### config.mk
export PLATFORM = sky130hd
export DESIGN_NAME = tbz_timer_block
export DESIGN_NICKNAME = d
export VERILOG_FILES = /design/src/tbz_pkg.sv /design/src/tbz_timer_block.sv
export SDC_FILE = /design/constraint.sdc
export NUM_CORES = 1
export LEC_CHECK = 0
export ABC_CLOCK_PERIOD_IN_PS = 2600
export BUFFER_PORTS_ARGS = -buffer_cell sky130_fd_sc_hd__buf_2
export CAP_MARGIN = 10
export CORE_ASPECT_RATIO = 0.75
export CORE_MARGIN = 5
export CORE_UTILIZATION = 51
export DETAILED_ROUTE_END_ITERATION = 8
export HOLD_SLACK_MARGIN = 0.03
export MAX_ROUTING_LAYER = met4
export PLACE_DENSITY = 0.81
export SYNTH_ARGS = -nofsm -noshare
export SYNTH_HDL_FRONTEND = slang
export SYNTH_SLANG_ARGS = --single-unit
### constraint.sdc
create_clock -name pclk -period 2.6 [get_ports pclk]
set_input_delay 0.52 -clock pclk [delete_from_list [all_inputs] [get_ports pclk]]
set_output_delay 0.52 -clock pclk [all_outputs]
set_load 0.02 [all_outputs]
### src/tbz_pkg.sv
// package: register map, field positions, reset values and divider figures of the timebase and buzzer timer block
package tbz_pkg;

  // ==========================================================================
  // register indices (byte address = 4 * index)
  localparam logic [9:0] TBZ_IDX_INT_FLAGS = 10'h095;
  localparam logic [9:0] TBZ_IDX_PIN_MODE = 10'h0A6;
  localparam logic [9:0] TBZ_IDX_RELOAD_LO = 10'h0CA;
  localparam logic [9:0] TBZ_IDX_RELOAD_HI = 10'h0CB;
  localparam logic [9:0] TBZ_IDX_COUNT_LO = 10'h0CC;
  localparam logic [9:0] TBZ_IDX_COUNT_HI = 10'h0CD;
  localparam logic [9:0] TBZ_IDX_AUX_THREE = 10'h0EF;
  localparam logic [9:0] TBZ_IDX_AUX_ONE = 10'h0F8;
  localparam logic [9:0] TBZ_IDX_IRQ_STATUS = 10'h100;
  localparam logic [9:0] TBZ_IDX_IRQ_MASK = 10'h101;

  // ==========================================================================
  // field positions
  localparam int TBZ_BIT_TB_FLAG = 0;
  localparam int TBZ_BIT_CLEAR = 6;
  localparam int TBZ_BIT_INPUT_SEL = 2;
  localparam int TBZ_BIT_PERIOD_LO = 3;
  localparam int TBZ_BIT_BUZ2_EN = 4;
  localparam int TBZ_BIT_BUZ1_EN = 0;
  localparam int TBZ_BIT_EV_TB = 0;
  localparam int TBZ_BIT_EV_T2OVF = 1;

  // ==========================================================================
  // reset values
  localparam logic [7:0] TBZ_RST_PIN_MODE = 8'h0E;
  localparam logic [7:0] TBZ_RST_BYTE = 8'h00;
  localparam logic [2:0] TBZ_RST_PERIOD = 3'h0;
  localparam logic [1:0] TBZ_RST_EVENTS = 2'h0;

  // ==========================================================================
  // divider figures
  localparam logic [15:0] TBZ_TB_LONGEST = 16'h8000;
  localparam int TBZ_SLOW_DIV = 16;
  localparam int TBZ_BUZ1_DIV = 64;

endpackage

### src/tbz_timer_block.sv
// design: timebase timer, second timer data path and buzzer outputs behind an APB slave
//
// Our own choice: the APB register port.
`timescale 1ns/1ps

module tbz_timer_block
  import tbz_pkg::*;
(
  input wire logic pclk,
  input wire logic presetn,
  input wire logic psel,
  input wire logic penable,
  input wire logic pwrite,
  input wire logic [11:0] paddr,
  input wire logic [31:0] pwdata,
  output logic [31:0] prdata,
  output logic pready,
  output logic pslverr,
  input wire logic slow_clock_pin,
  input wire logic external_count_pin,
  input wire logic second_timer_run,
  input wire logic second_timer_counter_mode,
  input wire logic first_timer_overflow,
  input wire logic timebase_isr_enter,
  output logic timebase_flag,
  output logic second_timer_overflow,
  output logic first_buzzer_output,
  output logic first_buzzer_enable,
  output logic second_buzzer_output,
  output logic second_buzzer_enable,
  output logic irq
);

  // ==========================================================================
  // helpers
  function automatic logic tbz_fell(input logic prev, input logic cur);
    tbz_fell = prev & ~cur;
  endfunction

  function automatic logic [15:0] tbz_period(input logic [2:0] code);
    tbz_period = TBZ_TB_LONGEST >> code;
  endfunction

  // ==========================================================================
  // registers
  logic [7:0] pin_mode_ff;
  logic [7:0] reload_lo_ff;
  logic [7:0] reload_hi_ff;
  logic [15:0] count_ff;
  logic [2:0] period_ff;
  logic clear_ff;
  logic input_sel_ff;
  logic tb_flag_ff;
  logic [15:0] tb_count_ff;
  logic [1:0] ev_status_ff;
  logic [1:0] ev_mask_ff;
  logic [31:0] prdata_ff;
  logic pready_ff;
  logic pslverr_ff;
  logic slow_s1_ff;
  logic slow_s2_ff;
  logic slow_s3_ff;
  logic ext_s1_ff;
  logic ext_s2_ff;
  logic ext_s3_ff;
  logic [3:0] slow_div_ff;
  logic slow_div_msb_d_ff;
  logic half_rate_ff;
  logic [5:0] buz1_div_ff;
  logic buz1_ff;
  logic buz2_ff;
  logic buz1_en_ff;
  logic buz2_en_ff;
  logic t2_ovf_ff;
  logic irq_ff;

  // ==========================================================================
  // apb decode
  wire [9:0] idx = paddr[11:2];
  wire access = psel & penable & ~pready_ff;
  wire done = psel & penable & pready_ff;
  wire wr_done = done & pwrite;
  wire rd_done = done & ~pwrite;
  wire hit_flags = (idx == TBZ_IDX_INT_FLAGS);
  wire hit_pin = (idx == TBZ_IDX_PIN_MODE);
  wire hit_rl_lo = (idx == TBZ_IDX_RELOAD_LO);
  wire hit_rl_hi = (idx == TBZ_IDX_RELOAD_HI);
  wire hit_cnt_lo = (idx == TBZ_IDX_COUNT_LO);
  wire hit_cnt_hi = (idx == TBZ_IDX_COUNT_HI);
  wire hit_aux_control_three = (idx == TBZ_IDX_AUX_THREE);
  wire hit_aux_control_one = (idx == TBZ_IDX_AUX_ONE);
  wire hit_stat = (idx == TBZ_IDX_IRQ_STATUS);
  wire hit_mask = (idx == TBZ_IDX_IRQ_MASK);
  wire mapped = hit_flags | hit_pin | hit_rl_lo | hit_rl_hi | hit_cnt_lo | hit_cnt_hi |
                hit_aux_control_three | hit_aux_control_one | hit_stat | hit_mask;
  wire [7:0] wbyte = pwdata[7:0];

  wire [7:0] rd_mux =
    hit_flags ? {7'h00, tb_flag_ff} :
    hit_pin ? pin_mode_ff :
    hit_rl_lo ? reload_lo_ff :
    hit_rl_hi ? reload_hi_ff :
    hit_cnt_lo ? count_ff[7:0] :
    hit_cnt_hi ? count_ff[15:8] :
    hit_aux_control_three ? {2'h0, period_ff, 3'h0} :
    hit_aux_control_one ? {1'b0, clear_ff, 3'h0, input_sel_ff, 2'h0} :
    hit_stat ? {6'h00, ev_status_ff} :
    hit_mask ? {6'h00, ev_mask_ff} : 8'h00;

  // one wait state so that read data and pready both leave flip-flops
  always_ff @(posedge pclk or negedge presetn) begin
    if (!presetn) begin
      pready_ff <= 1'b0;
      prdata_ff <= 32'h0000_0000;
      pslverr_ff <= 1'b0;
    end else begin
      pready_ff <= access;
      prdata_ff <= access ? {24'h00_0000, rd_mux} : 32'h0000_0000;
      pslverr_ff <= access & ~mapped;
    end
  end

  // ==========================================================================
  // pin synchronisers and edge detection
  always_ff @(posedge pclk or negedge presetn) begin
    if (!presetn) begin
      slow_s1_ff <= 1'b0;
      slow_s2_ff <= 1'b0;
      slow_s3_ff <= 1'b0;
      ext_s1_ff <= 1'b0;
      ext_s2_ff <= 1'b0;
      ext_s3_ff <= 1'b0;
    end else begin
      slow_s1_ff <= slow_clock_pin;
      slow_s2_ff <= slow_s1_ff;
      slow_s3_ff <= slow_s2_ff;
      ext_s1_ff <= external_count_pin;
      ext_s2_ff <= ext_s1_ff;
      ext_s3_ff <= ext_s2_ff;
    end
  end

  // the slow clock is sampled, so it must be well below half of pclk
  wire slow_tick = slow_s2_ff & ~slow_s3_ff;
  wire ext_fall = tbz_fell(ext_s3_ff, ext_s2_ff);
  wire slow16_fall = tbz_fell(slow_div_msb_d_ff, slow_div_ff[3]);
  wire cnt_edge = input_sel_ff ? slow16_fall : ext_fall;

  always_ff @(posedge pclk or negedge presetn) begin
    if (!presetn) begin
      slow_div_ff <= 4'h0;
      slow_div_msb_d_ff <= 1'b0;
    end else begin
      slow_div_ff <= slow_div_ff + {3'h0, slow_tick};
      slow_div_msb_d_ff <= slow_div_ff[3];
    end
  end

  // ==========================================================================
  // control registers
  wire wr_clear = wr_done & hit_aux_control_one & wbyte[TBZ_BIT_CLEAR];
  always_ff @(posedge pclk or negedge presetn) begin
    if (!presetn) begin
      pin_mode_ff <= TBZ_RST_PIN_MODE;
      reload_lo_ff <= TBZ_RST_BYTE;
      reload_hi_ff <= TBZ_RST_BYTE;
      period_ff <= TBZ_RST_PERIOD;
      input_sel_ff <= 1'b0;
      clear_ff <= 1'b0;
      ev_mask_ff <= TBZ_RST_EVENTS;
    end else begin
      if (wr_done & hit_pin) pin_mode_ff <= wbyte;
      if (wr_done & hit_rl_lo) reload_lo_ff <= wbyte;
      if (wr_done & hit_rl_hi) reload_hi_ff <= wbyte;
      if (wr_done & hit_aux_control_three) period_ff <= wbyte[TBZ_BIT_PERIOD_LO +: 3];
      if (wr_done & hit_aux_control_one) input_sel_ff <= wbyte[TBZ_BIT_INPUT_SEL];
      if (wr_done & hit_mask) ev_mask_ff <= wbyte[1:0];
      clear_ff <= wr_clear;
    end
  end

  // ==========================================================================
  // timebase
  wire [15:0] tb_period = tbz_period(period_ff);
  // greater-or-equal so that shortening the period never lets the count run on until it wraps
  wire tb_hit = slow_tick & (tb_count_ff >= tb_period - 16'h0001);
  wire flag_wr0 = wr_done & hit_flags & ~wbyte[TBZ_BIT_TB_FLAG];

  always_ff @(posedge pclk or negedge presetn) begin
    if (!presetn) begin
      tb_count_ff <= 16'h0000;
    end else if (clear_ff) begin
      tb_count_ff <= 16'h0000;
    end else if (tb_hit) begin
      tb_count_ff <= 16'h0000;
    end else if (slow_tick) begin
      tb_count_ff <= tb_count_ff + 16'h0001;
    end
  end

  // a new period end wins over a service entry or zero write in the same cycle, but not over the count clear
  always_ff @(posedge pclk or negedge presetn) begin
    if (!presetn) begin
      tb_flag_ff <= 1'b0;
    end else if (tb_hit & ~clear_ff) begin
      tb_flag_ff <= 1'b1;
    end else if (timebase_isr_enter | flag_wr0) begin
      tb_flag_ff <= 1'b0;
    end
  end

  // ==========================================================================
  // second timer count path; control bits live in the timer's own register
  wire t2_step = second_timer_run & (second_timer_counter_mode ? cnt_edge : half_rate_ff);
  wire t2_wrap = t2_step & (count_ff == 16'hFFFF);

  always_ff @(posedge pclk or negedge presetn) begin
    if (!presetn) begin
      half_rate_ff <= 1'b0;
    end else begin
      half_rate_ff <= ~half_rate_ff;
    end
  end

  // a software byte write wins over a count step in the same cycle
  always_ff @(posedge pclk or negedge presetn) begin
    if (!presetn) begin
      count_ff <= 16'h0000;
      t2_ovf_ff <= 1'b0;
    end else begin
      t2_ovf_ff <= t2_wrap & ~(wr_done & (hit_cnt_lo | hit_cnt_hi));
      if (wr_done & hit_cnt_lo) begin
        count_ff[7:0] <= wbyte;
      end else if (wr_done & hit_cnt_hi) begin
        count_ff[15:8] <= wbyte;
      end else if (t2_wrap) begin
        count_ff <= {reload_hi_ff, reload_lo_ff};
      end else if (t2_step) begin
        count_ff <= count_ff + 16'h0001;
      end
    end
  end

  // ==========================================================================
  // buzzer waveforms and pin enables
  wire buz1_wrap = first_timer_overflow & (buz1_div_ff == 6'(TBZ_BUZ1_DIV - 1));

  always_ff @(posedge pclk or negedge presetn) begin
    if (!presetn) begin
      buz1_div_ff <= 6'h00;
      buz1_ff <= 1'b0;
      buz2_ff <= 1'b0;
      buz1_en_ff <= 1'b0;
      buz2_en_ff <= 1'b0;
    end else begin
      if (first_timer_overflow) buz1_div_ff <= buz1_div_ff + 6'h01;
      if (buz1_wrap) buz1_ff <= ~buz1_ff;
      if (t2_ovf_ff) buz2_ff <= ~buz2_ff;
      buz1_en_ff <= pin_mode_ff[TBZ_BIT_BUZ1_EN];
      buz2_en_ff <= pin_mode_ff[TBZ_BIT_BUZ2_EN];
    end
  end

  // ==========================================================================
  // interrupt status, mask and line
  wire [1:0] ev_set = {t2_ovf_ff, tb_hit & ~clear_ff};
  wire stat_rd = rd_done & hit_stat;

  // an event in the read-clear cycle survives the clear
  always_ff @(posedge pclk or negedge presetn) begin
    if (!presetn) begin
      ev_status_ff <= TBZ_RST_EVENTS;
      irq_ff <= 1'b0;
    end else begin
      ev_status_ff <= (stat_rd ? 2'h0 : ev_status_ff) | ev_set;
      irq_ff <= |(((stat_rd ? 2'h0 : ev_status_ff) | ev_set) & ev_mask_ff);
    end
  end

  // ==========================================================================
  // outputs
  assign prdata = prdata_ff;
  assign pready = pready_ff;
  assign pslverr = pslverr_ff;
  assign timebase_flag = tb_flag_ff;
  assign second_timer_overflow = t2_ovf_ff;
  assign first_buzzer_output = buz1_ff;
  assign first_buzzer_enable = buz1_en_ff;
  assign second_buzzer_output = buz2_ff;
  assign second_buzzer_enable = buz2_en_ff;
  assign irq = irq_ff;

  // ==========================================================================
  // checks
  AST_CLEAR_SELF: assert property (@(posedge pclk) disable iff (!presetn)
    clear_ff |=> !clear_ff && tb_count_ff == 16'h0000)
    else $error("timebase clear bit did not self clear or count not reset");

  AST_TB_FLAG_SET: assert property (@(posedge pclk) disable iff (!presetn)
    tb_hit && !clear_ff |=> tb_flag_ff && ev_status_ff[TBZ_BIT_EV_TB])
    else $error("timebase flag not raised at period end");

  AST_TB_RESTART: assert property (@(posedge pclk) disable iff (!presetn)
    tb_hit |=> tb_count_ff == 16'h0000)
    else $error("timebase count did not restart");

  AST_TB_PERIOD: assert property (@(posedge pclk) disable iff (!presetn)
    slow_tick && !(wr_done && hit_aux_control_three) |=> tb_count_ff < tbz_period(period_ff))
    else $error("timebase count passed selected period");

  AST_ISR_CLEAR: assert property (@(posedge pclk) disable iff (!presetn)
    timebase_isr_enter && !tb_hit |=> !tb_flag_ff)
    else $error("flag not cleared on service entry");

  AST_WRITE_ONE_KEEPS: assert property (@(posedge pclk) disable iff (!presetn)
    wr_done && hit_flags && wbyte[0] && tb_flag_ff && !timebase_isr_enter |=> tb_flag_ff)
    else $error("writing one altered the flag");

  AST_T2_RELOAD: assert property (@(posedge pclk) disable iff (!presetn)
    t2_ovf_ff |-> count_ff == $past({reload_hi_ff, reload_lo_ff}))
    else $error("second timer did not reload on overflow");

  AST_BUZ2_TOGGLE: assert property (@(posedge pclk) disable iff (!presetn)
    t2_ovf_ff |=> buz2_ff != $past(buz2_ff))
    else $error("second buzzer did not toggle");

  AST_BUZ1_CAUSE: assert property (@(posedge pclk) disable iff (!presetn)
    $changed(buz1_ff) |-> $past(first_timer_overflow) && $past(buz1_div_ff) == 6'h3F)
    else $error("first buzzer toggled without 64 overflows");

  AST_BUZ_ENABLES: assert property (@(posedge pclk) disable iff (!presetn)
    ##1 buz2_en_ff == $past(pin_mode_ff[4]) && buz1_en_ff == $past(pin_mode_ff[0]))
    else $error("buzzer enable does not follow pin mode");

  AST_SLOW16_DIV: assert property (@(posedge pclk) disable iff (!presetn)
    slow16_fall |-> slow_div_ff == 4'h0)
    else $error("slow clock divider edge not at a multiple of 16 ticks");

  AST_COUNT_ON_EDGE: assert property (@(posedge pclk) disable iff (!presetn)
    second_timer_counter_mode && !cnt_edge && !(wr_done && (hit_cnt_lo || hit_cnt_hi)) |=> count_ff == $past(count_ff))
    else $error("second timer moved without a selected input edge");

  AST_TB_SLOW_ONLY: assert property (@(posedge pclk) disable iff (!presetn)
    !slow_tick && !clear_ff |=> tb_count_ff == $past(tb_count_ff))
    else $error("timebase count moved without a slow tick");

  AST_WRITE_ZERO_CLEARS: assert property (@(posedge pclk) disable iff (!presetn)
    flag_wr0 && !tb_hit |=> !tb_flag_ff)
    else $error("writing zero did not clear the flag");

  AST_COUNT_HI_WRITE: assert property (@(posedge pclk) disable iff (!presetn)
    wr_done && hit_cnt_hi |=> count_ff[15:8] == $past(wbyte))
    else $error("count high byte write not taken");

  AST_RELOAD_LO_WRITE: assert property (@(posedge pclk) disable iff (!presetn)
    wr_done && hit_rl_lo |=> reload_lo_ff == $past(wbyte))
    else $error("reload low byte write not taken");

  AST_T2_OVF_PULSE: assert property (@(posedge pclk) disable iff (!presetn)
    t2_wrap && !(wr_done && (hit_cnt_lo || hit_cnt_hi)) |=> t2_ovf_ff)
    else $error("second timer wrap gave no overflow pulse");

endmodule // tbz_timer_block

Word-level counts from Yosys, hierarchy flattened
Cells that the tools add are included.
W data, S select, Z words.
{ "word_totals": {"register_bits": 100, "latchBits": 0, "ramBits": 0, "mem_bits_ro": 0, "in_bits": 55, "output_inout_bits": 41, "elab_cells": 136, "mem_count": 0} }
{ "op_classes": {"n_addsub": 5, "n_mul": 0, "n_div": 0, "n_lt_le_gt_ge": 1, "eq_ne": 13, "n_shift": 1, "muxes": 24, "bitwise": 54, "n_reduce_logical": 7} }
{ "ops": {"columns": ["op", "count"], "rows": [
  ["$eq A10 B8 Y1 const B", 8],
  ["$mux W16", 5],
  ["$mux W8", 10],
  ["$add A16 B1 Y16 const B", 2],
  ["$and A1 B1 Y1", 28],
  ["$eq A10 B9 Y1 const B", 2],
  ["$eq A16 B16 Y1 const B", 1],
  ["$ge A16 B16 Y1", 1],
  ["$shr A16 B3 Y16 const A", 1],
  ["$sub A16 B1 Y16 const B", 1],
  ["$mux W7", 2],
  ["$not A1 Y1", 13],
  ["$or A1 B1 Y1", 11],
  ["$reduce_bool A3 Y1", 3],
  ["$add A6 B1 Y6 const B", 1],
  ["$eq A6 B6 Y1 const B", 1],
  ["$mux W2", 3],
  ["$add A4 B1 Y4", 1],
  ["$mux W1", 4],
  ["$reduce_and A2 Y1", 2],
  ["$and A2 B2 Y2", 1],
  ["$ne A2 B2 Y1 const B", 1],
  ["$or A2 B2 Y2", 1],
  ["$reduce_bool A2 Y1", 1],
  ["$reduce_or A2 Y1", 1]
]} }

Logic depth before layout (Yosys ltp)
Gate-level depths: netlist of run 1.
{ "logic_depth": {"ltp_word": 12, "mapped_depth": 9, "mapped_depth_nobuf": 8} }

Worst setup path before layout of run 1
Ideal clock, no wire load.
{ "synth_path": {"path_kind": "reg2reg", "from": "reg period_ff[2]", "to": "reg tb_count_ff[5]", "setup_ns": 0.078, "arrival_ns": 2.557, "required_time_ns": 2.522, "setup_slack_ns": -0.036, "path_stages_with_launch": 9, "n_path_buf": 0, "period_less_slack_ns": 2.636, "cell_sequence": "dfrtp_1 -> or3_1 -> ha_1 -> a211oi_2 -> o211ai_1 -> o41a_1 -> nand2b_4 -> or4_1 -> a21oi_1"} }
{ "synth_via": {"elab_chain_cells": 6, "elab_cells_between_ends": 7, "classes_between": "add/sub: 1; order compare: 1; shift: 1; mux: 2; bitwise: 1; reduce/logical: 1"} }
{ "synth_lines": {"columns": ["item", "line", "rtl"], "rows": [
  ["start: declaration", "tbz_timer_block.sv:50", "logic [2:0] period_ff;"],
  ["start signal: assignment", "tbz_timer_block.sv:175", "if (wr_done & hit_aux_control_three) period_ff <= wbyte[TBZ_BIT_PERIOD_LO +: 3];"],
  ["$shr A16 B3 Y16 *", "tbz_timer_block.sv:41", "tbz_period = TBZ_TB_LONGEST >> code;"],
  ["$sub A16 B1 Y16 *", "tbz_timer_block.sv:186", "wire tb_hit = slow_tick & (tb_count_ff >= tb_period - 16'h0001);"],
  ["$ge A16 B16 Y1 *", "tbz_timer_block.sv:186", null],
  ["$and A1 B1 Y1 *", "tbz_timer_block.sv:186", null],
  ["$mux W16", "tbz_timer_block.sv:194", "end else if (tb_hit) begin"],
  ["$mux W16", "tbz_timer_block.sv:192", "end else if (clear_ff) begin"],
  ["end signal: assignment", "tbz_timer_block.sv:197", "tb_count_ff <= tb_count_ff + 16'h0001;"],
  ["end: declaration", "tbz_timer_block.sv:54", "logic [15:0] tb_count_ff;"]
]} }
Mark *: on every way between the ends. The rest lies on a longest branch, timed or not.
A chain may end at the register's enable or synchronous reset.

Final worst setup path of run 1
{ "layout_path": {"from": "reg period_ff[0]", "to": "reg tb_count_ff[5]"} }
Same word-level chain as after synthesis.

==> run summary, run 1 <==
crit path DAT -> 2930 ps
main area contributors after synthesis -> dfrtp_1 44%, mux2_2 7.4%, o21ai_0 4.0%
grt total ovfl -> 0
RSZ-0062 raised after global routing -> true
Synth Cell Area -> 5500 µm²
period utilisation layout -> 102%
RR Endpoint -> tb_count_ff[5]$_DFFE_PN0P_
Slew HR -> 51.8%
cell accounting for the most synthesized area -> dfrtp_1
DIE AREA -> 13,000 µm²
# IOs -> 96
Hold Path Class -> in2async
area delta synth->final -> 15.3%
total routed wirelength -> 15.0 mm
initial core utilization -> 52.8%
worst reg2reg path startpoint -> period_ff[0]$_DFFE_PN0P_
Post-synth EDFFs -> 0
Core Footprint -> 10,400 µm²
min Tclk post-route -> 2660 ps
Initial DRC Count -> 631
Final nets -> 707
crit path buf inv count -> 0
Avg WL per Cell -> 19.2 µm
Internal -> 2.68 mW
outcome -> complete, but fails checks
Crit Path Class -> reg2reg
Fin Clk Skew -> 12.6 ps
clock buffer depth -> 2
vias -> 4,889
Sw Pwr -> 1.07 mW
critical-path cell list -> or3_1 -> ha_2 -> a211oi_2 -> o211ai_1 -> o41a_1 -> nand2b_4 -> or4_4 -> a21oi_2
fmax -> 375 MHz
final worst slack -> -64.4 ps
drt drc -> 0
placed insts -> 760
Crit path largest cell delay -> 500 ps
vias in the first global route -> 4,582
Via-to-Cell Ratio -> 6.28
Yosys top cell area share -> 44.1%
final hold violation count -> 0
post-synthesis sequential area ratio -> 45.6%
maximum VDD drop -> 0.000444 V
FILL cells -> 859
worst skew pair latency -> 340 ps
R2R Setup Slk -> -60 ps
GRT Total Usage -> 24.3%
Synthesis Warnings -> 0
FP Rows -> 32
Power Dens Cells -> 592 nW/µm²
first-pass GRT wire length -> 24.0 mm
ratio of cells with drive above 1 in the final layout -> 25.2%
CP Depth -> 8
crit path max fanout -> 8
utilization after layout -> 60.9%
Die Width -> 130 µm
syn_area_per_cell -> 9.77 µm²
dominant synthesized flop cell -> dfrtp_1
H-tree depth -> 3
CTS Root Cell -> clkbuf_16
CP endpoint kind -> register
final slew viol count -> 0
maxcap violations -> 0
Worst EP required -> 2870 ps
P_leak -> 2.93 nW
failing checks -> negative setup slack
switching fraction of total power -> 28.6%
antenna violations before repair -> 0
n_diodes -> 0
Synth Register Bits -> 100
final setup vio count -> 6
worst-margin pin slew -> 722 ps
cts hold-fix bufs -> 0
TritonCTS clock tree -> done
PortBufs -> 45
TritonCTS sink count -> 100
Sequential Power Share -> 51.2%
Mapped Cells -> 563
Unique masters post-synth -> 66
Pre-antenna DRT Iters -> 5
Async S/R FF share, synth -> 100%
TritonCTS Buffers -> 9
antenna viol nets, final -> 0
Comb power frac -> 14.7%
largest net degree at the start of global routing -> 57
die height -> 99.9 µm
Slowest-stage cell, CP -> or4_4
Critical Path Start Type -> register
delay-heaviest family, CP -> simple AND/OR/NAND/NOR gates
clock group share of total power -> 34.1%
post-detail-place hpwl -> 11.2 mm
final non-filler cell total -> 779
clock-pin slew on the worst setup and hold paths -> 70 ps
placer congestion estimate -> 0.991
Worst Reg-to-Reg Cells -> 8
## timing repair
action	in CTS	in global routing
hold endpoints to repair	0	0
resized for setup	4	6
pin swaps	4	5
setup endpoints to repair	5	14
setup buffers	4	0
## area by class of cell
type,instances,area [µm²],area share (%)
sequential,100,2510,39.5
clock inverter,4,31.3,0.493
clock buffer,11,253,3.99
multi-input combinational,430,2800,44.1
timing repair buffer,83,526,8.29
inverter,15,56.3,0.888
tap,136,170,2.68
## synth_stat cells, drive strengths merged, types with 5 or more instances
cell type	instances
a211oi	6
a21o	8
a21oi	38
a22o	5
a31oi	9
a32oi	8
and2	6
and3	11
buf	29
clkbuf	12
dfrtp	97
ha	13
inv	14
mux2	36
nand2	57
nand3	19
nand4	16
nor2	39
nor3	13
o21ai	44
or3b	5
xor2	5
## worst max path at each step
stage | from | to | slack (ps)
after floorplan | period_ff[2]$_DFFE_PN0P_ | tb_count_ff[5]$_DFFE_PN0P_ | 3
after global placement | period_ff[2]$_DFFE_PN0P_ | tb_count_ff[5]$_DFFE_PN0P_ | -20
after detailed placement | period_ff[2]$_DFFE_PN0P_ | tb_count_ff[5]$_DFFE_PN0P_ | -90
after CTS | period_ff[2]$_DFFE_PN0P_ | tb_count_ff[5]$_DFFE_PN0P_ | -50
after global routing | period_ff[0]$_DFFE_PN0P_ | tb_count_ff[5]$_DFFE_PN0P_ | -180
final | period_ff[0]$_DFFE_PN0P_ | tb_count_ff[5]$_DFFE_PN0P_ | -60
## through the flow
| step | cell area, µm² | setup slack (ps) | power [mW] | hold WS (ps) | setup TNS (ps) |
|---|---|---|---|---|---|
| floorplan | 5590 | 2.55 | 2.29 | 224 | 0 |
| global placement | 5990 | -21.4 | 2.44 | 333 | -41.3 |
| detailed placement | 5990 | -94.5 | 2.48 | 342 | -357 |
| CTS | 6320 | -51.7 | 3.77 | 261 | -153 |
| global route | 6340 | -179 | 3.96 | 269 | -1450 |
| finish | 6340 | -64.4 | 3.75 | 241 | -247 |
## layout by cell type, fill, tap and decap left out, drive strengths merged, types with 4 or more instances in the layout
cell,netlist,final
xor2,5,5
a222oi,4,4
or3b,5,5
nand2,57,57
dfrtp,97,97
a31oi,9,9
a211oi,6,6
nor4,4,4
a32oi,8,8
and4,4,4
nand3b,4,4
nor2,39,39
a21o,8,8
xnor2,4,4
o31ai,4,4
ha,13,13
clkbuf,12,11
inv,14,16
o21ai,44,44
a22o,5,5
nand3,19,19
or2,4,4
mux2,36,36
buf,29,83
and3,11,11
a21oi,38,38
conb,2,25
nand4,16,16
nor3,13,13
and2,6,6
## sequential cells by signal, indices dropped and copies added (netlist names), 2 cells and up
signal / count
ev_status_ff: 2
count_ff: 16
buz1_div_ff: 6
reload_hi_ff: 8
period_ff: 3
tb_count_ff: 16
reload_lo_ff: 8
ev_mask_ff: 2
pin_mode_ff: 8
prdata: 8
slow_div_ff: 4
## power groups by stage
stage                     sequential (mW)  clock (mW)  combinational, mW
after floorplan                      1.90           0              0.386
after global placement               1.93           0              0.512
after detailed placement             1.94           0              0.536
after CTS                            1.91        1.31              0.545
after global routing                 1.94        1.40              0.619
final                                1.92        1.28              0.551
## layer usage
| layer | part of all wire [%] | track usage (%) |
|---|---|---|
| met2 | 43 | 33.9 |
| met1 | 44 | 35.1 |
| met4 | 2.1 | 6.15 |
| met3 | 12 | 6.91 |
| met5 | 0 | - |
## kinds of logic after synthesis
family | count (synthesis) | synth area share (%)
AO/OA/AOI/OAI | 146 | 17.1
XOR/XNOR | 9 | 1.43
adder cells (fa/ha/maj) | 13 | 2.96
buffers and inverters | 56 | 5.71
flip-flops | 100 | 45.6
multiplexers | 39 | 7.92
other | 2 | 0.137
AND/OR/NAND/NOR | 198 | 19.2
Power figures use the tool's default switching activity.
==> run 2: changes to the inputs <==
Settings changed: CORE_UTILIZATION 51 to 53, CTS_BUF_LIST from default to sky130_fd_sc_hd__clkbuf_8, PLACE_DENSITY 0.81 to 0.77.
==> run 2 against run 1 <==
Net effect:
- the run still ends with negative setup slack left
- worst setup slack lost 14 ps
- via count is 2.7% lower
- critical path depth unchanged
- flip-flop and latch count is the same
- sequential power about the same
- critical path type unchanged
- critical endpoint unchanged
==> run summary, run 2 (same netlist as run 1, synthesis figures left out) <==
RSZ-0062 raised after global routing -> true
FP Rows -> 32 (unchanged)
GRT Total Usage -> 24.3% (about the same)
Worst EP required -> 2890 ps (+20 ps)
most frequent cells in the layout -> 96 x dfrtp_1, 56 x nand2_1, 45 x buf_2
largest net degree at the start of global routing -> 75 (+32%)
# IOs -> 96 (unchanged)
DIE AREA -> 12,500 µm² (-3.4%)
pre-CTS setup slack -> -118 ps (-23.9 ps)
final setup vio count -> 2 (-4)
placer congestion estimate -> 0.974 (-1.7%)
largest registers -> count_ff x16, tb_count_ff x16
H-tree depth -> 3 (unchanged)
FILL cells -> 877 (+2.1%)
crit path max fanout -> 8 (unchanged)
delay-heaviest family, CP -> simple AND/OR/NAND/NOR gates
setup_tns -> -133 ps (+114 ps)
worst skew pair latency -> 370 ps (+30 ps)
area delta synth->final -> 13.5%
CTS Root Cell -> clkbuf_8
Final nets -> 705 (-0.28%)
cts hold-fix bufs -> 0 (unchanged)
maxcap violations -> 0 (unchanged)
R2R Setup Slk -> -80 ps (about the same)
Initial DRC Count -> 501 (-21%)
critical-path cell list -> or3_1 -> ha_2 -> a211oi_2 -> o211ai_1 -> o41a_1 -> nand2b_4 -> or4_1 -> a21oi_1
total routed wirelength -> 14.7 mm (-1.6%)
Fin Clk Skew -> 9.49 ps (-3.08 ps)
fmax -> 373 MHz (-0.50%)
placed insts -> 758 (-0.26%)
ratio of cells with drive above 1 in the final layout -> 25.1% (-0.12 points)
min Tclk post-route -> 2680 ps (+13.5 ps)
CP endpoint kind -> register
final slew viol count -> 0 (unchanged)
failing checks -> negative setup slack
Die Width -> 128 µm (-1.8%)
TritonCTS Buffers -> 9 (unchanged)
final non-filler cell total -> 778 (-0.13%)
period utilisation layout -> 103% (+0.52 points)
Critical Path Start Type -> register
Via-to-Cell Ratio -> 6.12 (-2.6%)
Core Footprint -> 10,200 µm² (-1.9%)
Hold Path Class -> in2async
Final Cell Area -> 6240 µm² (-1.5%)
crit path DAT -> 2970 ps (+40 ps)
Avg WL per Cell -> 18.9 µm (-1.4%)
TritonCTS sink count -> 100 (unchanged)
post-detail-place hpwl -> 10.8 mm (-3.6%)
maximum VDD drop -> 0.000380 V (-14%)
P_leak -> 2.88 nW (-1.8%)
final hold violation count -> 0 (unchanged)
Slowest-stage cell, CP -> or4_1
area of the multi-input gates -> 2810 µm² (+0.36%)
grt total ovfl -> 0 (unchanged)
clock-pin slew on the worst setup and hold paths -> 100 ps (+30 ps)
Crit path largest cell delay -> 490 ps (about the same)
PortBufs -> 45 (unchanged)
TritonCTS clock tree -> done
crit path buf inv count -> 0 (unchanged)
outcome -> complete, but fails checks
commonest non-fill, non-tap cell in the layout -> dfrtp_1
worst-margin pin slew -> 611 ps (-112 ps)
clock buffer depth -> 2 (unchanged)
Pre-antenna DRT Iters -> 5 (unchanged)
drt drc -> 0 (unchanged)
Power Dens Cells -> 553 nW/µm² (-6.6%)
Crit Path Class -> reg2reg
Slew HR -> 59.3% (+7.5 points)
die height -> 98.2 µm (-1.7%)
FF+latch area -> 2510 µm² (about the same)
initial core utilization -> 53.9% (+1.0 points)
area post-placement -> 5980 µm² (-0.25%)
final worst slack -> -77.9 ps (-13.5 ps)
antenna viol nets, final -> 0 (unchanged)
antenna violations before repair -> 0 (unchanged)
vias in the first global route -> 4,628 (+1.0%)
first-pass GRT wire length -> 23.6 mm (-1.9%)
vias -> 4,758 (-2.7%)
n_diodes -> 0 (unchanged)
-- run 2: cell count changes in the layout (fill, tap and decap cells not counted), sizes merged --
cell | previous run | this run
buf | 83 | 81
clkbuf | 11 | 10
inv | 16 | 18
-- run 2: routing by layer --
metal | track usage (%) | vias to the layer above | wire, µm
li1 | - | 2182 | -
met1 | 35.7 | 2301 | 6760
met2 | 32.6 | 254 | 6110
met3 | 7.33 | 21 | 1650
met4 | 6.77 | 0 | 202
met5 | - | - | 0
-- run 2: cell type report --
type | instances | share of cell area, %
timing repair buffer | 81 | 8.20
clock inverter | 6 | 0.862
tap | 136 | 2.73
clock buffer | 10 | 2.20
multi-input combinational | 430 | 44.9
sequential | 100 | 40.2
inverter | 15 | 0.902
-- run 2: path summary, 6_finish.rpt --
path                                                from                    endpoint  depth (start not counted)
max in group asynchronous                        presetn  pin_mode_ff[1]$_DFFE_PN1P_                          2
min in group pclk                         slow_clock_pin        slow_s1_ff$_DFF_PN0_                          1
worst min-delay path                             presetn        slow_s1_ff$_DFF_PN0_                          1
worst min register to register       ext_s1_ff$_DFF_PN0_         ext_s2_ff$_DFF_PN0_                          0
worst max register to register  period_ff[2]$_DFFE_PN0P_  tb_count_ff[5]$_DFFE_PN0P_                          8
worst max-delay path            period_ff[2]$_DFFE_PN0P_  tb_count_ff[5]$_DFFE_PN0P_                          8
-- run 2: timing repair --
action | 4_1_cts | 5_1_grt
setup endpoints to repair | 14 | 15
gates cloned | 0 | 1
pin swaps | 5 | 7
buffers inserted | 3 | 0
gates resized for setup | 3 | 12
-- run 2: per-stage QoR --
| stage | hold WS (ps) | utilization [%] | power (mW) |
|---|---|---|---|
| finish | 50.1 | 61.2 | 3.45 |
| CTS | 44.4 | 60.7 | 3.47 |
| detailed placement | 340 | 58.6 | 2.48 |
| global placement | 333 | 58.6 | 2.44 |
| global route | 60.7 | 61.2 | 3.64 |
| floorplan | 224 | - | 2.29 |
-- run 2: where the power goes --
| group | total [mW] | internal (mW) | leakage [nW] | switching [mW] |
|---|---|---|---|---|
| sequential | 1.91 | 1.73 | 1.31 | 0.181 |
| combinational | 0.554 | 0.240 | 1.46 | 0.314 |
| clock | 0.984 | 0.395 | 0.101 | 0.589 |
| total | 3.45 | 2.37 | 2.88 | 1.08 |
==> run 3: changes to the inputs <==
Settings changed: BUFFER_PORTS_ARGS -buffer_cell sky130_fd_sc_hd__buf_2 to -buffer_cell sky130_fd_sc_hd__buf_4, CORE_MARGIN 5 to default, RECOVER_POWER from default to 50.
==> run 3 against run 2 <==
Net effect:
- the flow finishes with violations (max-capacitance violations, max-slew violations, negative setup slack)
- sequential power about the same
- worst hold slack gained 220 ps
- final cell count down 0.64%
- via count fell by 0.55%
- worst setup slack better by 54 ps
- global-route usage increased by 5.0 points
- register-to-register slack better by 50 ps
- clock power barely moved
- combinational power grew 2%
- core utilization grew 3.6 points
- largest power group unchanged
==> run summary, run 3 (same netlist as run 1, synthesis figures left out) <==
TritonCTS clock tree -> done
Worst EP required -> 2900 ps (about the same)
final slew viol count -> 32 (+32)
placed insts -> 756 (-0.26%)
worst-margin pin slew -> 1820 ps (+1210 ps)
H-tree depth -> 3 (unchanged)
first-pass GRT wire length -> 23.7 mm (+0.67%)
P_leak -> 2.89 nW (+0.60%)
pre-CTS setup slack -> -54.9 ps (+63.6 ps)
CP endpoint kind -> register
vias in the first global route -> 4,444 (-4.0%)
final non-filler cell total -> 773 (-0.64%)
Fin Clk Skew -> 11.7 ps (+2.22 ps)
Power Dens Cells -> 543 nW/µm² (-1.8%)
Pre-antenna DRT Iters -> 5 (unchanged)
crit path DAT -> 2930 ps (-40 ps)
Hold Path Class -> in2reg
GRT Total Usage -> 29.3% (+5.0 points)
final hold violation count -> 0 (unchanged)
largest registers -> count_ff x16, tb_count_ff x16
fmax -> 381 MHz (+2.1%)
largest net degree at the start of global routing -> 70 (-6.7%)
grt total ovfl -> 0 (unchanged)
total routed wirelength -> 14.7 mm (-0.45%)
clock buffer depth -> 2 (unchanged)
Worst Reg-to-Reg Cells -> 9 (+1)
vias -> 4,732 (-0.55%)
Via-to-Cell Ratio -> 6.12 (about the same)
maximum VDD drop -> 0.000464 V (+22%)
CTS Root Cell -> clkbuf_8
Core Footprint -> 9850 µm² (-3.5%)
Critical Path Start Type -> register
Crit Path Class -> reg2reg
n_diodes -> 0 (unchanged)
clock-pin slew on the worst setup and hold paths -> 100 ps (about the same)
final worst slack -> -23.7 ps (+54.2 ps)
worst skew pair latency -> 380 ps (about the same)
antenna viol nets, final -> 0 (unchanged)
outcome -> complete, but fails checks
utilization after layout -> 64.7% (+3.6 points)
ratio of cells with drive above 1 in the final layout -> 25.3% (+0.20 points)
final setup vio count -> 1 (-1)
initial core utilization -> 55.8% (+2.0 points)
area delta synth->final -> 16.0%
Final nets -> 704 (-0.14%)
TritonCTS sink count -> 100 (unchanged)
min Tclk post-route -> 2620 ps (-54.2 ps)
crit path max fanout -> 8 (unchanged)
RSZ-0062 raised after global routing -> true
commonest non-fill, non-tap cell in the layout -> dfrtp_1
# IOs -> 96 (unchanged)
period utilisation layout -> 101% (-2.1 points)
Final Cell Area -> 6380 µm² (+2.2%)
maxcap violations -> 1 (+1)
post-detail-place hpwl -> 10.8 mm (+0.20%)
placer congestion estimate -> 0.965 (-0.98%)
Avg WL per Cell -> 19.0 µm (+0.20%)
most frequent cells in the layout -> 97 x dfrtp_1, 74 x buf_4, 57 x nand2_1
Die Width -> 120 µm (-6.3%)
drt drc -> 0 (unchanged)
PortBufs -> 45 (unchanged)
Initial DRC Count -> 512 (+2.2%)
Slew HR -> -21.2% (-80 points)
FP Rows -> 31 (-3.1%)
failing checks -> max-capacitance violations, max-slew violations, negative setup slack
area post-placement -> 6100 µm² (+2.0%)
antenna violations before repair -> 0 (unchanged)
die height -> 90.2 µm (-8.1%)
hold path cells -> 1
DIE AREA -> 10,800 µm² (-14%)
TritonCTS Buffers -> 9 (unchanged)
## run 3: worst paths after layout
check	start	end	slack, ps
max	period_ff[2]$_DFFE_PN0P_	tb_count_ff[5]$_DFFE_PN0P_	-20
min	external_count_pin	ext_s1_ff$_DFF_PN0_	270
max reg2reg	period_ff[2]$_DFFE_PN0P_	tb_count_ff[5]$_DFFE_PN0P_	-20
min reg2reg	ext_s1_ff$_DFF_PN0_	ext_s2_ff$_DFF_PN0_	360
max in group asynchronous	presetn	pin_mode_ff[2]$_DFFE_PN1P_	820
min in group asynchronous	presetn	timebase_flag$_DFFE_PN0P_	620
## run 3: worst max-delay path, cell delays in order, from the launching register on
cell      delay [ps]
dfrtp_1          400
buf_4            160
and2_1           140
ha_1             290
and3_4           180
and2_1           170
o41a_1           420
nand2b_4         190
or4_4            490
a21oi_2          120
## run 3: cell type report
cell class              count  area, µm²
clock buffers              10        138
well taps                 132        165
clock inverters             6       51.3
repair buffers             80        617
fillers                   828       3470
multi-input cells         430       2850
inverters                  15       56.3
flip-flops and latches    100       2510
## run 3: report_power, final
part | switching (mW) | internal, mW | leakage (nW)
Clock | 0.590 | 0.392 | 0.0996
Combinational | 0.310 | 0.255 | 1.48
Sequential | 0.183 | 1.73 | 1.32
Total | 1.08 | 2.38 | 2.89
## run 3: stage by stage
stage | power (mW) | setup TNS, ps | hold slack [ps]
2_1_floorplan | 2.29 | 0 | 224
3_3_place_gp | 2.46 | -3.20 | 334
3_5_place_dp | 2.49 | -188 | 344
4_1_cts | 3.46 | 0 | 86.0
5_1_grt | 3.63 | -383 | 251
6_report | 3.46 | -23.7 | 267
## run 3: per-layer routing
layer	wire [µm]	up-vias	global-route usage, %
li1	-	2180	-
met4	210	0	6.98
met5	0	-	-
met1	6770	2291	42.9
met2	6220	241	40.3
met3	1470	20	7.68
## run 3: timing repair
action,in CTS,in global routing
buffers inserted,0,1
setup endpoints to repair,8,15
gates resized for setup,7,13
hold buffers,0,0
pin swaps,3,3
